<file path="src/plc_defines.vh">
// Timing counts, level codes and widths for the pulse-count LED level control
`ifndef PLC_DEFINES_VH
`define PLC_DEFINES_VH
`define PLC_CLK_MHZ 50
`define PLC_LATCH_TIMEOUT_US 500
`define PLC_LATCH_CYCLES (`PLC_LATCH_TIMEOUT_US * `PLC_CLK_MHZ)
`define PLC_OFF_TIMEOUT_US 500
`define PLC_OFF_CYCLES (`PLC_OFF_TIMEOUT_US * `PLC_CLK_MHZ)
`define PLC_SOFT_EXTRA_US 500
`define PLC_SOFT_EXTRA_CYCLES (`PLC_SOFT_EXTRA_US * `PLC_CLK_MHZ)
`define PLC_SOFT_START_US 150
`define PLC_SOFT_START_CYCLES (`PLC_SOFT_START_US * `PLC_CLK_MHZ)
`define PLC_PUMP_FREQ_MHZ 1
`define PLC_PUMP_HALF_CYCLES (`PLC_CLK_MHZ / (2 * `PLC_PUMP_FREQ_MHZ))
`define PLC_DEGLITCH_CYCLES 2
// Sized last-cycle counts for the counter compares; must track the products above
`define PLC_DEGLITCH_LAST 2'h1
`define PLC_LATCH_LAST 16'h61a7
`define PLC_LATCH_SOFT_LAST 16'hc34f
`define PLC_OFF_LAST 16'h61a7
`define PLC_SOFT_START_LAST 16'h1d4b
`define PLC_PUMP_HALF_LAST 6'h18
`define PLC_LEVEL_W 5
`define PLC_LEVEL_FULL 5'h00
`define PLC_LEVEL_LAST 5'h1f
`define PLC_CURRENT_W 6
`define PLC_CURRENT_MAX 6'h3c
`define PLC_CHANNELS 4
`define PLC_TIMER_W 16
`endif

</file>
<file path="src/plc_level_ctrl.v">
// Pulse-count LED level control: edge counter, latch, shutdown, pump and channel control
`timescale 1ns/100ps
`include "plc_defines.vh"
module plc_level_ctrl (
	input wire clk_sys,
	input wire sys_rst,
	input wire ctrlPin,
	input wire supplyLow,
	input wire supplyHigh,
	input wire [3:0] ledPresent,
	output reg pumpEnable_reg,
	output reg pumpFull_reg,
	output reg pumpClk_reg,
	output reg pumpMode15_reg,
	output reg testCurrentEn_reg,
	output reg [3:0] ledSinkEnable_reg,
	output reg [5:0] ledSinkCurrent_reg,
	output reg [4:0] levelCode_reg
);
	localparam ST_OFF = 2'h0;
	localparam ST_COUNT = 2'h1;
	localparam ST_LATCHED = 2'h2;

	// Half-milliamp units, 1 mA per code: code 0 = 30 mA (60), code 30 = 0 mA, code 31 = 0.5 mA (1)
	function [5:0] levelToCurrent;
		input [4:0] code;
		begin
			if (code == `PLC_LEVEL_LAST)
				levelToCurrent = 6'h01;
			else
				levelToCurrent = `PLC_CURRENT_MAX - {code, 1'b0};
		end
	endfunction

	wire pinClean;
	reg pinPrev_reg;
	reg [1:0] state_reg;
	reg [1:0] state_next;
	reg [4:0] count_reg;
	reg [15:0] highCnt_reg;
	reg [15:0] lowCnt_reg;
	reg [15:0] softCnt_reg;
	reg [5:0] divCnt_reg;
	reg fromShutdown_reg;
	wire riseEdge;
	wire latchDone;
	wire offDone;

	plc_pin_filter uFilter (
		.clk_sys(clk_sys),
		.sys_rst(sys_rst),
		.pinIn(ctrlPin),
		.pinClean_reg(pinClean)
	);

	// Edge and timeouts are measured on the filtered pin only
	assign riseEdge = pinClean & ~pinPrev_reg;
	assign latchDone = fromShutdown_reg ?
		(highCnt_reg == `PLC_LATCH_SOFT_LAST) :
		(highCnt_reg == `PLC_LATCH_LAST);
	assign offDone = lowCnt_reg == `PLC_OFF_LAST;

	// High and low time counters saturate so a long level never rolls over
	always @(posedge clk_sys) begin
		if (sys_rst) begin
			pinPrev_reg <= 1'b0;
			highCnt_reg <= 16'h0000;
			lowCnt_reg <= 16'h0000;
		end else begin
			pinPrev_reg <= pinClean;
			if (!pinClean || riseEdge)
				highCnt_reg <= 16'h0000;
			else if (!latchDone && highCnt_reg != 16'hffff)
				highCnt_reg <= highCnt_reg + 16'h0001;
			if (pinClean)
				lowCnt_reg <= 16'h0000;
			else if (!offDone)
				lowCnt_reg <= lowCnt_reg + 16'h0001;
		end
	end

	// Link state
	always @* begin
		state_next = state_reg;
		case (state_reg)
			ST_OFF: begin
				if (riseEdge)
					state_next = ST_COUNT;
			end
			ST_COUNT: begin
				if (offDone)
					state_next = ST_OFF;
				else if (pinClean && latchDone)
					state_next = ST_LATCHED;
			end
			ST_LATCHED: begin
				if (offDone)
					state_next = ST_OFF;
				else if (riseEdge)
					state_next = ST_COUNT;
			end
			default: state_next = ST_OFF;
		endcase
	end

	// Counter, level register and pump enable
	always @(posedge clk_sys) begin
		if (sys_rst) begin
			state_reg <= ST_OFF;
			count_reg <= `PLC_LEVEL_FULL;
			levelCode_reg <= `PLC_LEVEL_FULL;
			pumpEnable_reg <= 1'b0;
			fromShutdown_reg <= 1'b0;
		end else begin
			state_reg <= state_next;
			case (state_reg)
				ST_OFF: begin
					if (riseEdge) begin
						pumpEnable_reg <= 1'b1;
						levelCode_reg <= `PLC_LEVEL_FULL;
						count_reg <= `PLC_LEVEL_FULL;
						fromShutdown_reg <= 1'b1;
					end
				end
				ST_COUNT: begin
					if (offDone) begin
						pumpEnable_reg <= 1'b0;
						levelCode_reg <= `PLC_LEVEL_FULL;
						count_reg <= `PLC_LEVEL_FULL;
					end else if (riseEdge) begin
						// Natural 5-bit wrap turns edge 33 back into state 1
						count_reg <= count_reg + 5'h01;
					end else if (pinClean && latchDone) begin
						levelCode_reg <= count_reg;
						fromShutdown_reg <= 1'b0;
					end
				end
				ST_LATCHED: begin
					if (offDone) begin
						pumpEnable_reg <= 1'b0;
						levelCode_reg <= `PLC_LEVEL_FULL;
						count_reg <= `PLC_LEVEL_FULL;
					end else if (riseEdge) begin
						count_reg <= `PLC_LEVEL_FULL;
					end
				end
				default: begin
					pumpEnable_reg <= 1'b0;
				end
			endcase
		end
	end

	// Soft-start: full capability only after the start interval
	always @(posedge clk_sys) begin
		if (sys_rst) begin
			softCnt_reg <= 16'h0000;
			pumpFull_reg <= 1'b0;
		end else if (!pumpEnable_reg) begin
			softCnt_reg <= 16'h0000;
			pumpFull_reg <= 1'b0;
		end else if (softCnt_reg == `PLC_SOFT_START_LAST) begin
			pumpFull_reg <= 1'b1;
		end else begin
			softCnt_reg <= softCnt_reg + 16'h0001;
		end
	end

	// Fixed 1 MHz pump clock, independent of the mode
	always @(posedge clk_sys) begin
		if (sys_rst || !pumpEnable_reg) begin
			divCnt_reg <= 6'h00;
			pumpClk_reg <= 1'b0;
		end else if (divCnt_reg == `PLC_PUMP_HALF_LAST) begin
			divCnt_reg <= 6'h00;
			pumpClk_reg <= ~pumpClk_reg;
		end else begin
			divCnt_reg <= divCnt_reg + 6'h01;
		end
	end

	// Mode choice with hysteresis: the two comparator flags never flip-flop the mode
	always @(posedge clk_sys) begin
		if (sys_rst || !pumpEnable_reg)
			pumpMode15_reg <= 1'b0;
		else if (supplyLow)
			pumpMode15_reg <= 1'b1;
		else if (supplyHigh)
			pumpMode15_reg <= 1'b0;
	end

	// Per-channel sink drive, gated by LED presence from the test current
	genvar ch;
	generate
		for (ch = 0; ch < `PLC_CHANNELS; ch = ch + 1) begin : gChan
			always @(posedge clk_sys) begin
				if (sys_rst)
					ledSinkEnable_reg[ch] <= 1'b0;
				else
					ledSinkEnable_reg[ch] <= pumpEnable_reg & ledPresent[ch];
			end
		end
	endgenerate

	// Shared current code and test current follow the pump enable
	always @(posedge clk_sys) begin
		if (sys_rst) begin
			ledSinkCurrent_reg <= 6'h00;
			testCurrentEn_reg <= 1'b0;
		end else begin
			testCurrentEn_reg <= pumpEnable_reg;
			ledSinkCurrent_reg <= pumpEnable_reg ? levelToCurrent(levelCode_reg) : 6'h00;
		end
	end
endmodule // plc_level_ctrl

</file>
<file path="src/plc_pin_filter.v">
// Synchroniser and deglitch filter for the single control pin
`timescale 1ns/100ps
`include "plc_defines.vh"
module plc_pin_filter (
	input wire clk_sys,
	input wire sys_rst,
	input wire pinIn,
	output reg pinClean_reg
);
	reg syncA_reg;
	reg syncB_reg;
	reg [1:0] stableCnt_reg;
	// Two-flop synchroniser; first stage feeds only the second
	always @(posedge clk_sys) begin
		if (sys_rst) begin
			syncA_reg <= 1'b0;
			syncB_reg <= 1'b0;
		end else begin
			syncA_reg <= pinIn;
			syncB_reg <= syncA_reg;
		end
	end
	// Accept a new level only after it is stable; shorter spikes are dropped
	always @(posedge clk_sys) begin
		if (sys_rst) begin
			stableCnt_reg <= 2'h0;
			pinClean_reg <= 1'b0;
		end else if (syncB_reg == pinClean_reg) begin
			stableCnt_reg <= 2'h0;
		end else if (stableCnt_reg == `PLC_DEGLITCH_LAST) begin
			stableCnt_reg <= 2'h0;
			pinClean_reg <= syncB_reg;
		end else begin
			stableCnt_reg <= stableCnt_reg + 2'h1;
		end
	end
endmodule // plc_pin_filter

</file>
<file path="config.mk">
export PLATFORM = sky130hd
export DESIGN_NAME = plc_level_ctrl
export DESIGN_NICKNAME = d
export VERILOG_FILES = /design/src/plc_level_ctrl.v /design/src/plc_pin_filter.v
export VERILOG_INCLUDE_DIRS = /design/src /design/src/src
export SDC_FILE = /design/constraint.sdc
export NUM_CORES = 1
export LEC_CHECK = 0
export BUFFER_PORTS_ARGS = -buffer_cell sky130_fd_sc_hd__buf_2
export CAP_MARGIN = 10
export CORE_MARGIN = 4
export CORE_UTILIZATION = 62
export CTS_BUF_LIST = sky130_fd_sc_hd__clkbuf_2 sky130_fd_sc_hd__clkbuf_4 sky130_fd_sc_hd__clkbuf_8
export DETAILED_ROUTE_END_ITERATION = 8
export GPL_ROUTABILITY_DRIVEN = 0
export PLACE_DENSITY_LB_ADDON = 0.05
export SYNTH_ARGS = -nofsm -noshare
export SYNTH_HDL_FRONTEND = slang
export SYNTH_SLANG_ARGS = --single-unit
</file>
<file path="constraint.sdc">
create_clock -name clk_sys -period 2.6 [get_ports clk_sys]
set_input_delay 0.65 -clock clk_sys [delete_from_list [all_inputs] [get_ports clk_sys]]
set_output_delay 0.65 -clock clk_sys [all_outputs]
set_load 0.005 [all_outputs]
</file>
== Yosys cells after proc, flatten, opt, wreduce, memory -nomap -nowiden ==
Index checks and enable logic that the tools add are counted.

* Add/subtract/negate cells: 7
* Eq/ne operators: 20
* Multiplexer cells: 27
* Bitwise logic cells: 9
* Reduce and logical (&&, ||, !) cells: 23

{| class="wikitable"
|+ Operators by type and width
! operator !! count
|-
| $add A16 B1 Y16 const B || 3
|-
| $mux W5 || 9
|-
| $eq A16 B15 Y1 const B || 2
|-
| $pmux W5 S3 || 2
|-
| $eq A16 B13 Y1 const B || 1
|-
| $eq A16 B16 Y1 const B || 1
|-
| $ne A16 B16 Y1 const B || 1
|-
| $ne A2 B2 Y1 const B || 5
|-
| $reduce_and A5 Y1 || 2
|-
| $reduce_or A2 Y1 || 5
|-
| $mux W1 || 9
|-
| $ne A3 B3 Y1 const B || 3
|-
| $mux W2 || 4
|-
| $add A6 B1 Y6 const B || 1
|-
| $eq A6 B5 Y1 const B || 1
|-
| $pmux W2 S3 || 1
|-
| $reduce_and A2 Y1 || 3
|-
| $reduce_or A3 Y1 || 2
|-
| $sub A6 B6 Y6 const A || 1
|-
| $add A5 B1 Y5 const B || 1
|-
| $and A1 B1 Y1 || 5
|-
| $eq A5 B5 Y1 const B || 1
|-
| $eq A2 B1 Y1 const B || 2
|-
| $not A1 Y1 || 4
|-
| 11 further kinds || 17
|}

* Register bits: 88
* Input bits: 9
* Output and inout bits: 20

== Longest topological paths before layout ==
* Depth in word-level cells: 7
* Gate-level depth with buffers: 7
* Mapped depth without buffers: 7

== Hierarchy ==
Synthesis repeated with hierarchy kept, for this count alone.

* Cell total of the unflattened synthesis: 446
* Area, all modules: 4062.6 sq um

{| class="wikitable"
|+ By module, submodules not included
! module !! instances !! cells each !! area an instance (sq um) !! seq. area each (sq um)
|-
| plc_level_ctrl || 1 || 432 || 3898.7 || 1661.6
|-
| plc_pin_filter || 1 || 14 || 163.9 || 100.1
|}

== Least setup slack after synthesis ==
Ideal clock, no wire load.

* Kind: register to register
* Start: register highCnt_reg[4]
* End: register levelCode_reg[0]
* Library setup time: 0.117 ns
* Arrival: 1.754 ns
* Data required time: 2.483 ns
* Path slack: 0.729 ns
* Stages on the path, launching flop included: 6
* Cells stage by stage: dfxtp_1 > or4_4 > a2111oi_4 > o21a_4 > a311oi_4 > a22o_1

* Word-level cells in the longest chain between the ends: 5

{| class="wikitable"
|+ Ends and longest elaborated chain
! item !! RTL line !! source
|-
| from (decl) || plc_level_ctrl.v:40 || <nowiki>reg [15:0] highCnt_reg;</nowiki>
|-
| from (signal assigned) || plc_level_ctrl.v:74 || <nowiki>highCnt_reg <= highCnt_reg + 16'h0001;</nowiki>
|-
| $eq A16 B15 Y1 (no line) / $eq A16 B16 Y1 (equally long branches) || - ||
|-
| $mux W1 (*) || plc_level_ctrl.v:58 || <nowiki>assign latchDone = fromShutdown_reg ?</nowiki>
|-
| $logic_and A1 B1 Y1 (*) || plc_level_ctrl.v:133 || <nowiki>end else if (pinClean && latchDone) begin</nowiki>
|-
| $ne A3 B3 Y1 (no line) (*) || - ||
|-
| $reduce_and A5 Y1 (no line) (*) || - ||
|-
| to (signal assigned) || plc_level_ctrl.v:128 || <nowiki>levelCode_reg <= `PLC_LEVEL_FULL;</nowiki>
|-
| to (signal assigned) || plc_level_ctrl.v:134 || <nowiki>levelCode_reg <= count_reg;</nowiki>
|-
| to (signal assigned) || plc_level_ctrl.v:141 || <nowiki>levelCode_reg <= `PLC_LEVEL_FULL;</nowiki>
|-
| to (decl) || plc_level_ctrl.v:18 || <nowiki>output reg [4:0] levelCode_reg</nowiki>
|}

Every way passes the cells marked *; elsewhere a longest branch is shown, timed or not.
A chain may end at the register's enable or synchronous reset.

== Worst setup path after layout ==
* Start: register lowCnt_reg[0]
* End: register count_reg[2]

* Word-level cells in the longest chain between the ends: 3

{| class="wikitable"
|+ Ends and longest elaborated chain
! item !! RTL line !! source
|-
| from (decl) || plc_level_ctrl.v:41 || <nowiki>reg [15:0] lowCnt_reg;</nowiki>
|-
| from (signal assigned) || plc_level_ctrl.v:78 || <nowiki>lowCnt_reg <= lowCnt_reg + 16'h0001;</nowiki>
|-
| $eq A16 B15 Y1 (no line) (*) || - ||
|-
| $mux W5, or another cell as far along || plc_level_ctrl.v:139 || <nowiki>if (offDone) begin</nowiki>
|-
| $pmux W5 S3 / $reduce_and A2 Y1 (equally long branches) || - ||
|-
| to (signal assigned) || plc_level_ctrl.v:121 || <nowiki>count_reg <= `PLC_LEVEL_FULL;</nowiki>
|-
| to (signal assigned) || plc_level_ctrl.v:142 || <nowiki>count_reg <= `PLC_LEVEL_FULL;</nowiki>
|-
| to (signal assigned) || plc_level_ctrl.v:144 || <nowiki>count_reg <= `PLC_LEVEL_FULL;</nowiki>
|-
| to (decl) || plc_level_ctrl.v:39 || <nowiki>reg [4:0] count_reg;</nowiki>
|}

Marks and branches as above.

==> summary.md <==
| Metric | Value |
|---|---|
| Simple-Gate Fraction of Synth Area | `between 20% and 30%` |
| Post-synthesis cell area | `~0.0039 sq mm` |
| Flops & latches, synth | `88` |
| Top cells by instance count after synthesis | `dfxtp_1, nor2_1, nand3_1` |
| Synth Area in Compound Gates | `10.8%` |
| Worst vdd ir | `0.381 mV` |
| Iteration-0 DRC Markers | `190` |
| Switching Share | `roughly a fifth` |
| Power Dens Cells | `around 570 mW/mm^2` |
| Clk pwr share | `between 40% and 50%` |
| Initial antenna violation count | `0` |
| Initial Utilization | `roughly 65%` |
| Crit Path Class | `flip-flop to flip-flop` |
| Vias in the first global route | `about 2900` |
| CTS max path bufs | `2` |
| # hold bufs at CTS | `0` |
| Internal power | `about 1.9 mW` |
| Critical Path Max Stage Delay | `0.47 ns` |
| Vias | `between 3000 and 4000` |
| Net Switching | `between 0.5 and 0.6 mW` |
| Multiplexer area fraction after synthesis | `under 10%` |
| Setup-failing EPs final | `0` |
| Worst rel slew slack | `54.6%` |
| Area share of the largest cell type after synthesis | `45.5%` |
| Status | `complete, no violations` |
| FP Rows | `28` |
| Max_cap viols | `0` |
| HP Class | `flip-flop to flip-flop` |
| CP endpoint kind | `flip-flop` |
| Worst EP required | `roughly 2.8 ns` |
| Logic pwr share | `under 10%` |
| Die X | `approximately 87 um` |
| DR WL met2 | `3200 um` |
| Top post-synthesis cells by area | `dfxtp_1, nor2_1, xor2_1` |
| Pre-antenna DRT Iters | `4` |
| Synthesis-to-layout area growth | `11.4%` |
| Crit path DAT | `between 2 and 2.5 ns` |
| Post-synth net total | `roughly 450` |
| CTS HTree Levels | `3` |
| CTS-repair resized insts | `0` |
| Max frequency | `approximately 450 MHz` |
| Worst-margin pin slew | `roughly 0.67 ns` |
| Avg Cell Area, Syn | `roughly 9.1 sq um` |
| Proportion of power drawn by flip-flops and latches | `55.3%` |
| Synth Instances | `426` |
| Cell Chain, Critical Path | `ha_1, nand3_1, nand4b_1, and4_1, and4b_1, a311o_1` |
| Clk_lat worst skew | `0.35 ns` |
| GRT Residual Overflow | `0` |
| Max layer used | `met4` |
| Layout Cells excl Fill | `~540` |
| Synth Area in Adders | `3.88%` |
| Final Slew Violations | `0` |
| Yosys top cell by area | `dfxtp_1` |
| Placed cells | `523` |
| Die H | `87.0 um` |
| Syn. warnings | `0` |
| CTS tree | `done` |
| Nets | `480` |
| Post-synthesis xor/xnor area fraction | `between 8 and 9%` |
| Routed vias/inst | `roughly 5.7` |
| Startpoint types | `flip-flop` |
| CP max FO | `9` |
| I/O pin total | `29` |
| CTS sink count | `88` |
| Post-synth cell types | `52` |
| Fillers | `around 470` |
| GRT Resource Usage Total | `roughly a fifth` |
| Routed length on met1 | `around 3400 um` |
| Largest net degree at the start of global routing | `19` |
| Post-DRT Antenna Nets | `0` |
| Post-Route WL | `approximately 7000 um` |
| Layout cells sized above 1 | `12.3%` |
| Hold violation count in the final report | `0` |
| Post-DP HPWL | `about 5000 um` |
| Crit path time final | `2.24 ns` |
| Wire per inst | `13.2 um` |
| CP max stage cell | `nand4b_1` |
| IO buf count | `28` |
| LEAKAGE | `1.60 nW` |
| Remaining DRCs | `0` |
| Postcts setup bufs | `0` |
| EDFF count, synth | `0` |
| Ant diodes | `0` |
| Tcrit/Tclk final | `between 80 and 90%` |
| Setup TNS | `0 ns` |
| Largest family of logic cells by synthesized area | `simple AND/OR/NAND/NOR gates` |
| DR WL met3 | `383 um` |
| Die area | `around 0.0076 sq mm` |
| Global-route wire length before repair | `approximately 13000 um` |
| Sequential share of the synthesized area | `between 40 and 50%` |
| Cell with the most instances after synthesis | `dfxtp_1` |
| Unrepaired setup endpoints after global routing | `false` |
| Placeable Area | `~0.0060 sq mm` |
| Root buf cell | `clkbuf_8` |
| Ys flop type | `dfxtp_1` |
| Reg clk slew, reported paths | `approximately 0.090 ns` |
| CTS buffer count | `9` |
| Clk_skew | `~0.0065 ns` |
| FFs w/ async S/R, synth | `0%` |
-- layout make-up --
class / count / area (sq um) / share of cell area [%]
clock inverters: 6 / 90.1 / 2.09
clock buffers: 10 / 138 / 3.19
multi-input cells: 313 / 2010 / 46.6
repair buffers: 31 / 163 / 3.77
inverters: 16 / 60.1 / 1.39
well taps: 75 / 93.8 / 2.17
flip-flops and latches: 88 / 1760 / 40.8
-- worst max-delay path: cells and delay by family (launching register included) --
kind                       cells  cell delay [ns]
AOI/OAI and AO/OA              1             0.30
adders and majority gates      1             0.21
DFF                            1             0.37
and+or+nand+nor                4             1.26
-- metal layers --
metal / global-route usage (%) / up-vias
met5: 0 / -
met4: 9.49 / 0
met3: 5.20 / 13
met2: 32.4 / 66
met1: 26.4 / 1404
li1: - / 1568
-- power groups by stage --
stage	Clock, mW	Combinational [mW]	Sequential [mW]
CTS	1.08	0.0412	1.36
finish	1.06	0.0408	1.36
global route	1.14	0.0462	1.36
floorplan	0	0.0268	1.39
detailed placement	0	0.0409	1.39
global placement	0	0.0398	1.39
-- path summary, 6_finish.rpt --
| path | to | cells after the start | from | slack, ns |
|---|---|---|---|---|
| setup / recovery | count_reg[2] | 6 | lowCnt_reg[0] | 0.36 |
| hold / removal | uFilter.stableCnt_reg[0] | 1 | uFilter.stableCnt_reg[0] | 0.42 |
| setup reg to reg | count_reg[2] | 6 | lowCnt_reg[0] | 0.36 |
| hold reg to reg | uFilter.stableCnt_reg[0] | 1 | uFilter.stableCnt_reg[0] | 0.42 |
-- cell families after synthesis --
group | Yosys count
XOR/XNOR | 39
multiplexers | 5
AO/OA/AOI/OAI | 54
buffers and inverters | 25
adder cells (fa/ha/maj) | 12
AND/OR/NAND/NOR | 203
flip-flops | 88
-- per-stage QoR --
step	setup slack, ns	util, %	hold slack (ns)	instance area [sq um]	total power [mW]
after global placement	0.490	68.3	0.405	4090	1.43
after floorplan	0.729	-	0.397	3870	1.42
after global routing	0.184	72.1	0.444	4320	2.55
after detailed placement	0.409	68.3	0.412	4090	1.43
after CTS	0.377	72.1	0.425	4320	2.48
final	0.355	72.1	0.420	4320	2.46
-- placed cells by master (no fill, tap or decap), drive strengths merged, types with 10 or more instances in the layout --
master	n
nand3	31
ha	12
buf	31
nand4	11
a21oi	15
xor2	22
nand2	25
clkbuf	10
nor2	67
xnor2	17
dfxtp	88
inv	18
(Power assumes the default switching activity.)
